--- src/verilog/expander_pkg.sv ---
// Purpose: shared constants and types of the 16-bit I2C port expander core
// Assumes: one 50 MHz clock, bus pins sampled synchronously
// Notes:   command codes select one of eight byte registers
package expander_pkg;
   localparam int          CLOCK_HZ        = 50_000_000;
   localparam int          PORT_WIDTH      = 8;
   localparam logic [6:0]  TARGET_BASE     = 7'h20;
   localparam logic [2:0]  CMD_INPUT0      = 3'h0;
   localparam logic [2:0]  CMD_INPUT1      = 3'h1;
   localparam logic [2:0]  CMD_OUTPUT0     = 3'h2;
   localparam logic [2:0]  CMD_OUTPUT1     = 3'h3;
   localparam logic [2:0]  CMD_POLARITY0   = 3'h4;
   localparam logic [2:0]  CMD_POLARITY1   = 3'h5;
   localparam logic [2:0]  CMD_CONFIG0     = 3'h6;
   localparam logic [2:0]  CMD_CONFIG1     = 3'h7;
   localparam logic [7:0]  OUTPUT_RESET    = 8'hFF;
   localparam logic [7:0]  POLARITY_RESET  = 8'h00;
   localparam logic [7:0]  CONFIG_RESET    = 8'hFF;
   localparam logic [2:0]  CMD_RESET       = 3'h0;
   localparam int          BIT_COUNT_BYTE  = 8;

   typedef enum logic [2:0] {
      BUS_IDLE,
      BUS_ADDR,
      BUS_ADDR_ACK,
      BUS_WRITE,
      BUS_WRITE_ACK,
      BUS_READ,
      BUS_READ_ACK
   } bus_state_e;
endpackage : expander_pkg

--- src/verilog/port_sync_if.sv ---
// Purpose: carries raw and synchronised pin levels between modules
// Assumes: single clock domain
// Notes:   sync end drives pins_sync, core reads it
`timescale 1ns/1ns
interface port_sync_if;
   logic [15:0] pins_raw;
   logic [15:0] pins_sync;
   modport sync (input pins_raw, output pins_sync);
   modport core (output pins_raw, input pins_sync);
endinterface : port_sync_if

--- src/verilog/pin_synchroniser.sv ---
// Purpose: two-stage synchroniser for the sixteen port pin inputs
// Assumes: pins asynchronous to clock in a real system
// Notes:   first stage is read only by the second stage
`timescale 1ns/1ns
module pin_synchroniser (
   // Clock and reset
   input  wire logic  clock,
   input  wire logic  rst_n,
   input  wire logic  clock_enable,
   // Pin levels
   port_sync_if.sync  pins
);
   logic [15:0] stage1;

   always_ff @(posedge clock or negedge rst_n) begin
      if (!rst_n) begin
         stage1         <= 16'h0000;
         pins.pins_sync <= 16'h0000;
      end else if (clock_enable) begin
         stage1         <= pins.pins_raw;
         pins.pins_sync <= stage1;
      end
   end
endmodule : pin_synchroniser

--- src/verilog/io_expander_core.sv ---
// Purpose: 16-bit I2C target I/O expander core with change interrupt
// Assumes: scl/sda sampled synchronously at 50 MHz; rst_n covers pin and power-on reset
// Notes:   open-drain pins are split into level in and drive-low enable out
// Behaviour
// - Interrupt asserts when any input-mode pin differs from its latched input value.
// - Interrupt is active low open drain; only a pull-low enable is driven.
// - Both rising and falling input transitions cause interrupts.
// - Interrupt clears when pin returns, or when the port's input is read.
// - Read clear happens at the read ACK/NACK bit after its SCL rising edge.
// - A change during the clearing ACK pulse may be lost or very short.
// - After clearing, each later input change raises the interrupt again.
// - Transfers to other targets leave interrupt logic untouched.
// - Output-mode pins never generate interrupts.
// - Switching output to input may raise an interrupt on mismatch.
// - Input-mode pins have both drivers off.
// - Output-mode pins enable high or low driver from output register bit.
// - Reset low holds all registers and the bus machine at defaults.
// - Pin reset and power-on reset initialise identically.
// - After any reset every pin is an input.
// - Eight byte registers: input, output, polarity, configuration pairs.
// - Polarity bit inverts the reported input value.
// - Configuration writes set each pin's direction.
// - All eight registers are readable.
// - Address strap selects one of two target addresses.
// - Target address 20h with strap low, 21h with strap high; LSB is read.
// - First written byte is the command selecting register 0 through 7.
// - Selected register stays selected until a new command byte.
// - Writes to input registers are ignored.
`timescale 1ns/1ns
module io_expander_core
   import expander_pkg::*;
(
   // Clock, reset, enable
   input  wire logic        clock,
   input  wire logic        rst_n,
   input  wire logic        clock_enable,
   // Bus pins
   input  wire logic        scl_in,
   input  wire logic        sda_in,
   output logic             sda_oe,
   input  wire logic        addr_strap,
   // Port pins
   input  wire logic [7:0]  port0_pins_in,
   input  wire logic [7:0]  port1_pins_in,
   output logic [7:0]       port0_pins_out,
   output logic [7:0]       port1_pins_out,
   output logic [7:0]       port0_pins_oe,
   output logic [7:0]       port1_pins_oe,
   // Interrupt
   output logic             change_irq_oe
);
   import expander_pkg::*;

   port_sync_if sync_bus ();
   assign sync_bus.pins_raw = {port1_pins_in, port0_pins_in};

   pin_synchroniser u_sync (
      .clock        (clock),
      .rst_n        (rst_n),
      .clock_enable (clock_enable),
      .pins         (sync_bus.sync)
   );

   logic [15:0] pins_now;
   assign pins_now = sync_bus.pins_sync;

   // Registers
   logic [15:0] input_latch;
   logic [15:0] output_reg;
   logic [15:0] polarity_reg;
   logic [15:0] config_reg;
   logic [7:0]  view_now;
   logic [15:0] input_view;
   // Reads report the live pin levels; the latch is only the interrupt reference
   assign input_view = pins_now ^ polarity_reg;

   // Bus line history for start/stop and edges
   logic scl_d;
   logic sda_d;
   logic scl_rise;
   logic scl_fall;
   logic start_seen;
   logic stop_seen;
   assign scl_rise   = scl_in && !scl_d;
   assign scl_fall   = !scl_in && scl_d;
   assign start_seen = scl_in && scl_d && sda_d && !sda_in;
   assign stop_seen  = scl_in && scl_d && !sda_d && sda_in;

   bus_state_e  state;
   logic [7:0]  shift;
   logic [3:0]  bit_count;
   logic        read_mode;
   logic        first_byte;
   logic [2:0]  rd_ptr;
   logic        write_strobe;
   logic        read_clear;
   logic [2:0]  read_reg_sel;

   function automatic logic [7:0] reg_view(input logic [2:0] sel, input logic [15:0] inv,
                                           input logic [15:0] outr, input logic [15:0] pol,
                                           input logic [15:0] cfg);
      logic [7:0] value;
      value = 8'h00;
      unique case (sel)
         CMD_INPUT0:    value = inv[7:0];
         CMD_INPUT1:    value = inv[15:8];
         CMD_OUTPUT0:   value = outr[7:0];
         CMD_OUTPUT1:   value = outr[15:8];
         CMD_POLARITY0: value = pol[7:0];
         CMD_POLARITY1: value = pol[15:8];
         CMD_CONFIG0:   value = cfg[7:0];
         CMD_CONFIG1:   value = cfg[15:8];
      endcase
      return value;
   endfunction : reg_view

   function automatic logic addr_match(input logic [6:0] addr, input logic strap);
      return addr == {TARGET_BASE[6:1], strap};
   endfunction : addr_match

   assign view_now = reg_view(rd_ptr, input_view, output_reg, polarity_reg, config_reg);

   always_ff @(posedge clock or negedge rst_n) begin
      if (!rst_n) begin
         scl_d <= 1'b1;
         sda_d <= 1'b1;
      end else if (clock_enable) begin
         scl_d <= scl_in;
         sda_d <= sda_in;
      end
   end

   // Bus protocol machine; reset puts it in idle, same for any reset source
   always_ff @(posedge clock or negedge rst_n) begin
      if (!rst_n) begin
         state        <= BUS_IDLE;
         shift        <= 8'h00;
         bit_count    <= 4'h0;
         read_mode    <= 1'b0;
         first_byte   <= 1'b0;
         rd_ptr       <= CMD_RESET;
         sda_oe       <= 1'b0;
         write_strobe <= 1'b0;
         read_clear   <= 1'b0;
         read_reg_sel <= CMD_RESET;
      end else if (clock_enable) begin
         write_strobe <= 1'b0;
         read_clear   <= 1'b0;
         if (stop_seen) begin
            state  <= BUS_IDLE;
            sda_oe <= 1'b0;
         end else if (start_seen) begin
            state     <= BUS_ADDR;
            bit_count <= 4'h0;
            sda_oe    <= 1'b0;
         end else begin
            unique case (state)
               BUS_IDLE: sda_oe <= 1'b0;
               BUS_ADDR: begin
                  if (scl_rise) begin
                     shift     <= {shift[6:0], sda_in};
                     bit_count <= bit_count + 4'h1;
                  end else if (scl_fall && bit_count == 4'(BIT_COUNT_BYTE)) begin
                     // Other targets: stay idle, interrupt logic sees nothing
                     if (addr_match(shift[7:1], addr_strap)) begin
                        state      <= BUS_ADDR_ACK;
                        sda_oe     <= 1'b1;
                        read_mode  <= shift[0];
                        first_byte <= 1'b1;
                     end else begin
                        state <= BUS_IDLE;
                     end
                  end
               end
               BUS_ADDR_ACK: begin
                  if (scl_fall) begin
                     bit_count <= 4'h0;
                     if (read_mode) begin
                        state  <= BUS_READ;
                        shift  <= view_now;
                        read_reg_sel <= rd_ptr;
                        sda_oe <= !view_now[7];
                     end else begin
                        state  <= BUS_WRITE;
                        sda_oe <= 1'b0;
                     end
                  end
               end
               BUS_WRITE: begin
                  if (scl_rise) begin
                     shift     <= {shift[6:0], sda_in};
                     bit_count <= bit_count + 4'h1;
                  end else if (scl_fall && bit_count == 4'(BIT_COUNT_BYTE)) begin
                     state  <= BUS_WRITE_ACK;
                     sda_oe <= 1'b1;
                     if (first_byte) begin
                        rd_ptr     <= shift[2:0];
                        first_byte <= 1'b0;
                     end else begin
                        write_strobe <= 1'b1;
                     end
                  end
               end
               BUS_WRITE_ACK: begin
                  if (scl_fall) begin
                     state     <= BUS_WRITE;
                     sda_oe    <= 1'b0;
                     bit_count <= 4'h0;
                     // Pointer is kept across data bytes; no auto-advance
                     if (write_strobe == 1'b0 && !first_byte) begin
                        rd_ptr <= rd_ptr;
                     end
                  end
               end
               BUS_READ: begin
                  if (scl_fall) begin
                     if (bit_count == 4'(BIT_COUNT_BYTE - 1)) begin
                        state  <= BUS_READ_ACK;
                        sda_oe <= 1'b0;
                     end else begin
                        shift     <= {shift[6:0], 1'b0};
                        bit_count <= bit_count + 4'h1;
                        sda_oe    <= !shift[6];
                     end
                  end
               end
               BUS_READ_ACK: begin
                  if (scl_rise) begin
                     read_clear <= 1'b1;
                     if (sda_in) begin
                        state <= BUS_IDLE;
                     end
                  end else if (scl_fall) begin
                     state        <= BUS_READ;
                     bit_count    <= 4'h0;
                     shift        <= view_now;
                     read_reg_sel <= rd_ptr;
                     sda_oe       <= !view_now[7];
                  end
               end
            endcase
         end
      end
   end

   // Register writes; command already points at target
   always_ff @(posedge clock or negedge rst_n) begin
      if (!rst_n) begin
         output_reg   <= {OUTPUT_RESET, OUTPUT_RESET};
         polarity_reg <= {POLARITY_RESET, POLARITY_RESET};
         config_reg   <= {CONFIG_RESET, CONFIG_RESET};
      end else if (clock_enable && write_strobe) begin
         unique case (rd_ptr)
            CMD_OUTPUT0:   output_reg[7:0]    <= shift;
            CMD_OUTPUT1:   output_reg[15:8]   <= shift;
            CMD_POLARITY0: polarity_reg[7:0]  <= shift;
            CMD_POLARITY1: polarity_reg[15:8] <= shift;
            CMD_CONFIG0:   config_reg[7:0]    <= shift;
            CMD_CONFIG1:   config_reg[15:8]   <= shift;
            default:       ;
         endcase
      end
   end

   logic       sync_primed;
   logic [1:0] prime_count;

   // Input latch: captured when a port's input is read, at the ACK bit.
   // Latch mismatch is the interrupt source, so a pin returning to its old
   // level clears it with no action from software.
   always_ff @(posedge clock or negedge rst_n) begin
      if (!rst_n) begin
         input_latch <= 16'h0000;
      end else if (clock_enable) begin
         if (state == BUS_IDLE && !sync_primed) begin
            input_latch <= pins_now;
         end else if (read_clear && read_reg_sel == CMD_INPUT0) begin
            input_latch[7:0] <= pins_now[7:0];
         end else if (read_clear && read_reg_sel == CMD_INPUT1) begin
            input_latch[15:8] <= pins_now[15:8];
         end
      end
   end

   // First capture after reset waits out the synchroniser fill
   always_ff @(posedge clock or negedge rst_n) begin
      if (!rst_n) begin
         prime_count <= 2'h0;
         sync_primed <= 1'b0;
      end else if (clock_enable && !sync_primed) begin
         prime_count <= prime_count + 2'h1;
         if (prime_count == 2'h2) begin
            sync_primed <= 1'b1;
         end
      end
   end

   // Interrupt: mismatch on any input-mode pin, either edge direction
   logic [15:0] mismatch;
   assign mismatch = (pins_now ^ input_latch) & config_reg;
   always_ff @(posedge clock or negedge rst_n) begin
      if (!rst_n) begin
         change_irq_oe <= 1'b0;
      end else if (clock_enable) begin
         change_irq_oe <= sync_primed && (|mismatch);
      end
   end

   // Pin drivers: output enable drives high or low from output register
   always_ff @(posedge clock or negedge rst_n) begin
      if (!rst_n) begin
         port0_pins_oe  <= 8'h00;
         port1_pins_oe  <= 8'h00;
         port0_pins_out <= OUTPUT_RESET;
         port1_pins_out <= OUTPUT_RESET;
      end else if (clock_enable) begin
         port0_pins_oe  <= ~config_reg[7:0];
         port1_pins_oe  <= ~config_reg[15:8];
         port0_pins_out <= output_reg[7:0];
         port1_pins_out <= output_reg[15:8];
      end
   end

   a_output_no_irq: assert property (@(posedge clock) disable iff (!rst_n)
      (clock_enable && ((pins_now ^ input_latch) & config_reg) == 16'h0000) |=> !change_irq_oe)
      else $error("output pins raised interrupt");
   a_mismatch_irq: assert property (@(posedge clock) disable iff (!rst_n)
      (clock_enable && sync_primed && |mismatch) |=> change_irq_oe)
      else $error("mismatch did not assert interrupt");
   a_input_hiz: assert property (@(posedge clock) disable iff (!rst_n)
      clock_enable |=> ((port0_pins_oe & $past(config_reg[7:0])) == 8'h00))
      else $error("input pin driven");
   a_input_write: assert property (@(posedge clock) disable iff (!rst_n)
      (write_strobe && clock_enable && rd_ptr[2:1] == 2'b00) |=> $stable(config_reg) && $stable(output_reg))
      else $error("input register write had effect");
   a_read_clear: assert property (@(posedge clock) disable iff (!rst_n)
      (read_clear && clock_enable && read_reg_sel == CMD_INPUT0 && sync_primed)
      |=> input_latch[7:0] == $past(pins_now[7:0]))
      else $error("read did not relatch input");
   a_clear_timing: assert property (@(posedge clock) disable iff (!rst_n)
      read_clear |-> $past(state) == BUS_READ_ACK)
      else $error("clear outside ack bit");
   a_foreign_addr: assert property (@(posedge clock) disable iff (!rst_n)
      (clock_enable && state == BUS_ADDR && scl_fall && bit_count == 4'h8 && !addr_match(shift[7:1], addr_strap)
       && !stop_seen && !start_seen) |=> state == BUS_IDLE && !read_clear)
      else $error("foreign address engaged");
   a_ack_drive: assert property (@(posedge clock) disable iff (!rst_n)
      (state == BUS_WRITE_ACK) |-> sda_oe)
      else $error("no ack on written byte");
endmodule : io_expander_core

--- config.mk ---
export PLATFORM = sky130hd
export DESIGN_NAME = io_expander_core
export DESIGN_NICKNAME = d
export VERILOG_FILES = /design/src/verilog/expander_pkg.sv /design/src/verilog/port_sync_if.sv /design/src/verilog/pin_synchroniser.sv /design/src/verilog/io_expander_core.sv
export SDC_FILE = /design/constraint.sdc
export NUM_CORES = 1
export LEC_CHECK = 0
export ABC_AREA = 1
export BUFFER_PORTS_ARGS = -buffer_cell sky130_fd_sc_hd__buf_2
export CAP_MARGIN = 25
export CELL_PAD_IN_SITES_DETAIL_PLACEMENT = 0
export CELL_PAD_IN_SITES_GLOBAL_PLACEMENT = 1
export CORE_ASPECT_RATIO = 0.6
export CORE_MARGIN = 2
export CORE_UTILIZATION = 45
export DETAILED_ROUTE_END_ITERATION = 10
export GPL_ROUTABILITY_DRIVEN = 0
export MAX_ROUTING_LAYER = met4
export PLACE_DENSITY_LB_ADDON = 0.1
export RECOVER_POWER = 25
export SYNTH_ARGS = -nofsm -noshare
export SYNTH_HDL_FRONTEND = slang
export SYNTH_SLANG_ARGS = --single-unit
--- constraint.sdc ---
create_clock -name clock -period 1.98 [get_ports clock]
set_input_delay 0.594 -clock clock [delete_from_list [all_inputs] [get_ports clock]]
set_output_delay 0.594 -clock clock [all_outputs]
set_load 0.05 [all_outputs]
======== Word-level counts from Yosys, hierarchy flattened ========
Cells that the tools add are included.
word-level totals
  flip-flop bits (word level) ............. 160
  latch bits .............................. 0
  bits in writable memories ............... 0
  bits in read-only memories .............. 0
  input port bits ......................... 22
  output and inout bits ................... 34
  word-level logic and storage cells ...... 207
  memories kept ........................... 0
cells by class
  add/subtract/negate cells ............... 2
  multipliers ............................. 0
  divide/modulo/power cells ............... 0
  order comparisons ....................... 0
  eq/ne operators ......................... 48
  shift-type cells ........................ 0
  muxes and demuxes ....................... 69
  bitwise gates (word level) .............. 8
  reductions and logical operators ........ 51
operators with widths
  operator                                       count
  2-to-1 mux 8 bit                               10
  one-hot mux 8 bit (8 select lines)             1
  2-to-1 mux 3 bit                               18
  != test 4 bit, second input constant           11
  one-hot mux 8 bit (4 select lines)             1
  bitwise XOR 16 bit                             2
  2-to-1 mux 1 bit                               26
  2-to-1 mux 4 bit                               6
  != test 2 bit, second input constant           12
  AND reduction 11 bit                           2
  == test 3 bit, second input constant           7
  AND reduction 7 bit                            3
  one-hot mux 3 bit (6 select lines)             1
  AND 16 bit                                     1
  2-to-1 mux 16 bit                              1
  NOT 8 bit                                      2
  one-hot mux 4 bit (4 select lines)             1
  AND reduction 2 bit                            8
  OR reduction 16 bit                            1
  logical AND 1 bit                              14
  == test 3 x 2 -> 1 bit, second input constant  4
  AND reduction 12 bit                           1
  != test 5 bit, second input constant           2
  == test 3 x 1 -> 1 bit, second input constant  3
  24 further kinds                               40

======== Longest topological paths before layout ========
Gate-level depths: netlist of run 1.
  word-level depth ........................ 8
  mapped depth ............................ 11

======== Cells and area by module ========
A second synthesis of run 1 with hierarchy kept.
second synthesis, totals
  cell total of the unflattened synthesis .. 975
  area total of the unflattened synthesis .. 7831.3 sq um
by module, submodules not included
  module            times used  cells each  area an instance (sq um)  sequential area each (sq um)
  io_expander_core  1           839         6536.3                    3265.6
  pin_synchroniser  1           136         1295.0                    800.8

======== Least setup slack after synthesis of run 1 ========
No wires, ideal clock.
  path type ............................... input to register
  from .................................... input port scl_in
  to ...................................... register shift[6]
  setup time .............................. 0.117 ns
  data arrival time ....................... 1.722 ns
  data required time ...................... 1.863 ns
  setup slack ............................. 0.141 ns
  stages .................................. 9
  path buffers ............................ 0
  path through ............................ ha_1 > nand3_2 > nand2_4 > nor2_8 > nand2_2 > nor3_4 > inv_4 > nand2_1 > nand2_1
between the ends
  longest elaborated chain between the ends .. 5
  elaborated cells on any way between the ends .. 16
RTL lines
  what                                                                   line                     source
  start: declaration                                                     io_expander_core.sv:38   input wire logic scl_in,
  parallel branches: the longest is 4 deep, another holds != test 2 bit  --
  AND reduction 11 bit (no source line) *                                --
  end signal: assignment                                                 io_expander_core.sv:161  shift <= {shift[6:0], sda_in};
  end signal: assignment                                                 io_expander_core.sv:180  shift <= view_now;
  end signal: assignment                                                 io_expander_core.sv:191  shift <= {shift[6:0], sda_in};
  end: declaration                                                       io_expander_core.sv:90   logic [7:0] shift;
Mark *: on every way between the ends.
A chain may end at the register's enable or synchronous reset.

======== Final worst setup path of run 1 ========
  from .................................... register state[0]
  to ...................................... register shift[2]
between the ends
  longest elaborated chain between the ends .. 4
  elaborated cells on any way between the ends .. 16
RTL lines
  what                                                                                  line                     source
  start: declaration                                                                    io_expander_core.sv:89   bus_state_e state;
  start signal: assignment                                                              io_expander_core.sv:136  state <= BUS_IDLE;
  start signal: assignment                                                              io_expander_core.sv:150  state <= BUS_IDLE;
  start signal: assignment                                                              io_expander_core.sv:153  state <= BUS_ADDR;
  == test 3 x 2 -> 1 bit / == test 3 x 1 -> 1 bit (equally long branches)               io_expander_core.sv:157  unique case (state)
  OR reduction 2 bit (no source line)                                                   --
  != test 2 x 1 -> 1 bit (no source line) / nonzero test 4 bit (equally long branches)  --
  AND reduction 11 bit (no source line)                                                 --
Parallel ways exist; a longest one is shown, timed or not.

==> metrics.txt, run 1 <==
Clock H-tree levels 4; Post-Route Utilization between 50% and 60%; part of the Yosys area used for sequential elements roughly 53%; Slew @ Worst Pin roughly 1.2 ns; DIE AREA ~18000 um2; final worst path period share 95.0%; cells traversed along the worst timing path inv_2 -> nand2_4 -> nor3_1 -> nor2_2 -> nand2_1 -> nor3_4 -> buf_12 -> inv_4 -> nand2_1 -> nand2_1; crit path time final between 1.5 and 2 ns; number of max-cap violations 0; standard cell core area between 15000 and 20000 um2; Slew headroom 17.0%; initial cell density of the core 46.6%; outcome finished clean; initial DRC count 463; summed instance area of the synthesized netlist 7640 um2; Max IR drop VDD roughly 0.00047 V; slowest cell on the critical path sky130_fd_sc_hd__dfrtp_1; largest cells by area after synthesis sky130_fd_sc_hd__dfrtp_1 (36%), sky130_fd_sc_hd__dfstp_2 (17%), sky130_fd_sc_hd__nand2_1 (16%); Post-synth top flop sky130_fd_sc_hd__dfrtp_1; clock latency at the later pin of the worst-skew pair around 0.43 ns; Synth Area per Inst 8.19 um2; root buffer selected by CTS sky130_fd_sc_hd__clkbuf_16; Global Route Usage Sum about 24%; Final TNS setup 0 ns; critical path endpoint category flop; yosys synthesis warning count 0; clock transition at the registers of the reported paths approximately 0.070 ns; area added between synthesis and finish 17.2%; cell count after synthesis between 900 and 1000; final global-route overflow total 0; antenna violations before repair 0; RSZ-0062 raised after global routing no; cell type contributing the most total cell area after synthesis sky130_fd_sc_hd__dfrtp_1; proportion of netlist area held by the largest area contributor between 30% and 40%; Nets about 1000; largest net degree at the start of global routing 78; Site Rows 36; chip width about 170 um; most common library cell in the layout ignoring fill and taps sky130_fd_sc_hd__nand2_1; Post-Syn Nets 960; number of nets still failing antenna checks after routing 0; Crit path required time between 2 and 2.5 ns; post-detail-place hpwl between 10000 and 15000 um; total power density per cell area roughly 1000 nW/um2; Max Fanout on Critical Path 9; Post-Route WL between 15000 and 20000 um; final hold violation count 0; Num CTS Buffers 17; post-layout worst setup margin 0.0984 ns; diodes inserted 0; post-synth cell types 38; crit-path most repeated cell sky130_fd_sc_hd__nand2_1; placed cell area around 8400 um2; number of synthesized register bits 160; number of remaining DRC errors 0; global-route wire length before repair ~32000 um; I/O Pins 56; vias after detailed routing ~6200; routed wirelength normalized by instance count around 16 um; async set or reset register ratio after synthesis 100%; maximum frequency from static timing analysis ~530 MHz; proportion of layout cells with a drive suffix above 1 20.1%; CTS sink count 160; number of enable-type register cells in the synthesized netlist 0; data arrival at the endpoint of the critical path roughly 2.3 ns; Layout fillers 1587; Die Height roughly 100 um; classification of the worst setup path flop to flop; clock tree from TritonCTS built; worst-case setup slack after placement -0.0274 ns; post-route clock skew around 0.011 ns; crit-path max cell delay around 0.50 ns; number of failing setup endpoints in the final timing report 0; summed area of non-filler cells in the final layout slightly below 9000 um2; top library cells by usage in the layout, fill and taps aside sky130_fd_sc_hd__nand2_1 (323), sky130_fd_sc_hd__dfrtp_1 (110), sky130_fd_sc_hd__o21ai_0 (103); Bufs on Longest Clock Path 2; pins over their slew limit 0; sort of element at the start of the critical path flop; tightest hold margin 0.365 ns; first drt pass iteration count 5; Hold Crit Class primary input to flop; Port Buffer Count 55; count of buffers added by post-CTS timing repair for setup 0; cell leakage power approximately 4.4 nW; drt via density about 5.0; vias in the first global route around 5600
final timing paths:
kind | slack [ns] | to | cells after the start | from
setup / recovery | 0.1 | shift[2] | 10 | state[0]
hold / removal | 0.37 | u_sync.stage1[8] | 3 | port1_pins_in[0]
setup reg to reg | 0.1 | shift[2] | 10 | state[0]
hold reg to reg | 0.47 | port1_pins_out[7] | 2 | port1_pins_out[7]
max in group asynchronous | 0.29 | state[0] | 2 | rst_n
min in group asynchronous | 0.43 | u_sync.stage1[2] | 1 | rst_n
power breakdown:
group,leakage [nW],switching (W),internal [W],total (W)
Combinational,2.11,0.00122,0.000616,0.00184
Clock,0.295,0.00146,0.00184,0.00330
Sequential,1.96,0.000331,0.00349,0.00382
synthesized netlist by cell type (5+ instances only):
cell type                  number
sky130_fd_sc_hd__nand2_1      324
sky130_fd_sc_hd__dfrtp_1      110
sky130_fd_sc_hd__o21ai_0      103
sky130_fd_sc_hd__inv_1         71
sky130_fd_sc_hd__nor2_1        68
sky130_fd_sc_hd__dfstp_2       50
sky130_fd_sc_hd__nand3_1       35
sky130_fd_sc_hd__o21ai_1       28
sky130_fd_sc_hd__a21oi_1       23
sky130_fd_sc_hd__o22ai_1       11
sky130_fd_sc_hd__buf_2         10
sky130_fd_sc_hd__nand4_1       10
sky130_fd_sc_hd__inv_2          9
sky130_fd_sc_hd__xnor2_1        9
sky130_fd_sc_hd__xor2_1         9
sky130_fd_sc_hd__buf_1          7
sky130_fd_sc_hd__clkbuf_1       7
sky130_fd_sc_hd__ha_1           6
sky130_fd_sc_hd__nand3_2        5
repair_timing:
item	CTS	global route
setup endpoints to repair	0	4
hold buffers	0	0
gates resized for setup	0	1
metal layers:
metal | GRT usage [%] | wire (um) | vias to the layer above | share of wire, %
met5 | - | 0 | - | 0
met3 | 6.89 | 1640 | 19 | 8.2
met4 | 5.16 | 189 | 0 | 0.95
li1 | - | - | 3155 | -
met1 | 40.2 | 10800 | 2869 | 54
met2 | 28.6 | 7310 | 195 | 37
layout make-up:
| type | count | area [um2] | area share, % |
|---|---|---|---|
| multi-input combinational | 662 | 3120 | 34.9 |
| tap | 228 | 285 | 3.19 |
| clock buffer | 20 | 489 | 5.47 |
| clock inverter | 12 | 109 | 1.22 |
| timing repair buffer | 87 | 568 | 6.35 |
| sequential | 160 | 4070 | 45.4 |
| inverter | 82 | 313 | 3.50 |
per-stage QoR:
stage          instances  power [W]
3_5_place_dp        1219    0.00570
5_1_grt             1251    0.00946
3_3_place_gp        1219    0.00573
4_1_cts             1251    0.00902
2_1_floorplan        932    0.00493
6_report            1251    0.00896
worst max-delay path: cells and delay by family, from the launching register on:
family | cells | cell delay [ns]
flip-flops | 1 | 0.50
buffers and inverters | 3 | 0.39
AND/OR/NAND/NOR | 7 | 0.93
cell families (layout without fill, tap and decap cells):
group	after synthesis	count (layout)	share of synthesized area, %
AND/OR/NAND/NOR	467	467	26.0
adder cells (fa/ha/maj)	6	6	0.983
flip-flops	160	160	53.3
AO/OA/AOI/OAI	171	171	11.8
buffers and inverters	110	201	5.93
XOR/XNOR	18	18	2.06
Power figures use the tool's default switching activity.
==> run 2, diff against run 1 <==
--- a/config.mk
+++ b/config.mk
@@ -8,15 +8,13 @@
 export ABC_AREA = 1
 export BUFFER_PORTS_ARGS = -buffer_cell sky130_fd_sc_hd__buf_2
 export CAP_MARGIN = 25
-export CELL_PAD_IN_SITES_DETAIL_PLACEMENT = 0
-export CELL_PAD_IN_SITES_GLOBAL_PLACEMENT = 1
 export CORE_ASPECT_RATIO = 0.6
 export CORE_MARGIN = 2
-export CORE_UTILIZATION = 45
+export CORE_UTILIZATION = 55
 export DETAILED_ROUTE_END_ITERATION = 10
 export GPL_ROUTABILITY_DRIVEN = 0
 export MAX_ROUTING_LAYER = met4
-export PLACE_DENSITY_LB_ADDON = 0.1
+export PLACE_DENSITY = 0.74
 export RECOVER_POWER = 25
 export SYNTH_ARGS = -nofsm -noshare
 export SYNTH_HDL_FRONTEND = slang
==> run 2 against run 1 <==
Cell count down 5.3%. Critical path type unchanged. Fmax up 1.7%. Largest power group unchanged. Non-clock buffer count down 13. Flip-flop and latch count unchanged. Wire length down 5.5%. Sequential share of layout area up 0.62 points. Sequential power about the same.
==> metrics.txt, run 2 (synthesis results as in run 1) <==
vias after detailed routing approximately 6400; drt via density around 5.4; outcome finished clean; Max IR drop VDD about 0.00076 V; chip width roughly 160 um; largest net degree at the start of global routing 64; root buffer selected by CTS sky130_fd_sc_hd__clkbuf_16; sort of element at the start of the critical path flop; CTS sink count 160; antenna violations before repair 0; Post-Route WL between 15000 and 20000 um; cell leakage power roughly 4.3 nW; initial cell density of the core a little under three fifths; critical path endpoint category flop; post-layout worst setup margin between 0.1 and 0.15 ns; final worst path period share 93.5%; Site Rows 33; Global Route Usage Sum 28.0%; Post-Route Utilization between 60% and 70%; Port Buffer Count 55; DIE AREA roughly 15000 um2; number of buffers added to fix hold violations after cts 0; most common library cell in the layout ignoring fill and taps sky130_fd_sc_hd__nand2_1; maximum frequency from static timing analysis 540 MHz; Psw about 0.0029 W; routed wirelength normalized by instance count 15.9 um; standard cell core area ~14000 um2; clock tree from TritonCTS built; top library cells by usage in the layout, fill and taps aside sky130_fd_sc_hd__nand2_1 (324), sky130_fd_sc_hd__dfrtp_1 (110), sky130_fd_sc_hd__o21ai_0 (103); number of remaining DRC errors 0; global-route wire length before repair 30800 um; Hold Crit Class primary input to flop; post-detail-place hpwl ~13000 um; total power density per cell area 1010 nW/um2; I/O Pins 56; Crit path required time ~2.3 ns; final hold violation count 0; fraction of power consumed by combinational cells around 19%; Slew headroom under 10%; worst hold path cell count 3; Max Fanout on Critical Path 10; Clock power frac between 30% and 40%; Slew @ Worst Pin roughly 1.4 ns; share of power burned in registers a little over two fifths; initial DRC count 697; Die Height about 95 um; number of max-cap violations 0; final global-route overflow total 0; crit path time final approximately 1.9 ns; pins over their slew limit 0; worst-case setup slack after placement -0.0588 ns; Sw Ratio between 30% and 40%; clock latency at the later pin of the worst-skew pair between 0.4 and 0.5 ns; RSZ-0062 raised after global routing no; Bufs on Longest Clock Path 2; vias in the first global route 5869; classification of the worst setup path flop to flop; number of failing setup endpoints in the final timing report 0; clock transition at the registers of the reported paths about 0.070 ns; Clock H-tree levels 4; Nets 1025; cell count of the worst reg-to-reg path 7; number of nets still failing antenna checks after routing 0; area added between synthesis and finish 15.6%; diodes inserted 0; proportion of layout cells with a drive suffix above 1 roughly a fifth; post-route clock skew between 0.008 and 0.009 ns; first drt pass iteration count 7; Num CTS Buffers 17; Internal Pwr Total around 0.0061 W; data arrival at the endpoint of the critical path approximately 2.2 ns
[run 2: final timing paths]
path                                   start                 to  slack [ns]
max                                rd_ptr[1]           shift[7]        0.13
min                         port1_pins_in[6]  u_sync.stage1[14]        0.37
max reg2reg                        rd_ptr[1]           shift[7]        0.13
min reg2reg                port0_pins_out[0]  port0_pins_out[0]        0.46
max in group asynchronous              rst_n     config_reg[10]        0.38
min in group asynchronous              rst_n   u_sync.stage1[2]        0.50
[run 2: cell type report]
cell class                      count  area, um2
Clock buffer                       21        504
Clock inverter                     11        111
Fill cell                        1148       4800
Inverter                           82        313
Multi-Input combinational cell    662       3140
Sequential cell                   160       4070
Tap cell                          175        219
Timing Repair Buffer               74        479
[run 2: timing repair]
action / CTS / global route
setup buffers: 0 / 0
hold endpoints to repair: 0 / 0
endpoints found under the setup margin: 0 / 15
resized for setup: 0 / 4
[run 2: stage by stage]
step	total power (W)	TNS [ns]	cell area (um2)	hold WS, ns	instances
final	0.00894	0	8830	0.373	1185
after global routing	0.00935	0	8830	0.371	1185
after CTS	0.00893	0	8820	0.0284	1185
after detailed placement	0.00555	-0.614	8200	0.455	1153
after global placement	0.00554	-0.377	8200	0.450	1153
after floorplan	0.00493	0	7640	0.298	932
[run 2: power by group through the flow]
| stage | Sequential [W] | Clock, W | Combinational [W] |
|---|---|---|---|
| 2_1_floorplan | 0.00375 | 0 | 0.00118 |
| 3_3_place_gp | 0.00385 | 0 | 0.00169 |
| 3_5_place_dp | 0.00385 | 0 | 0.00170 |
| 4_1_cts | 0.00381 | 0.00342 | 0.00171 |
| 5_1_grt | 0.00385 | 0.00355 | 0.00195 |
| 6_report | 0.00382 | 0.00339 | 0.00173 |
[run 2: layer usage]
metal | vias to the layer above | global-route usage, % | share of wire, %
met1 | 2963 | 41.3 | 49
li1 | 3127 | - | -
met3 | 14 | 10.5 | 11
met5 | - | - | 0
met4 | 0 | 6.04 | 0.62
met2 | 257 | 36.4 | 39
[run 2: critical path, stage by stage, from the launching register on]
cell                      delay [ns]
sky130_fd_sc_hd__dfrtp_1        0.65
sky130_fd_sc_hd__nor2_1         0.15
sky130_fd_sc_hd__nand2_1        0.27
sky130_fd_sc_hd__nor2_1         0.09
sky130_fd_sc_hd__nor2_1         0.26
sky130_fd_sc_hd__nand4_1        0.14
sky130_fd_sc_hd__nand3_1        0.12
sky130_fd_sc_hd__nand2_1        0.05
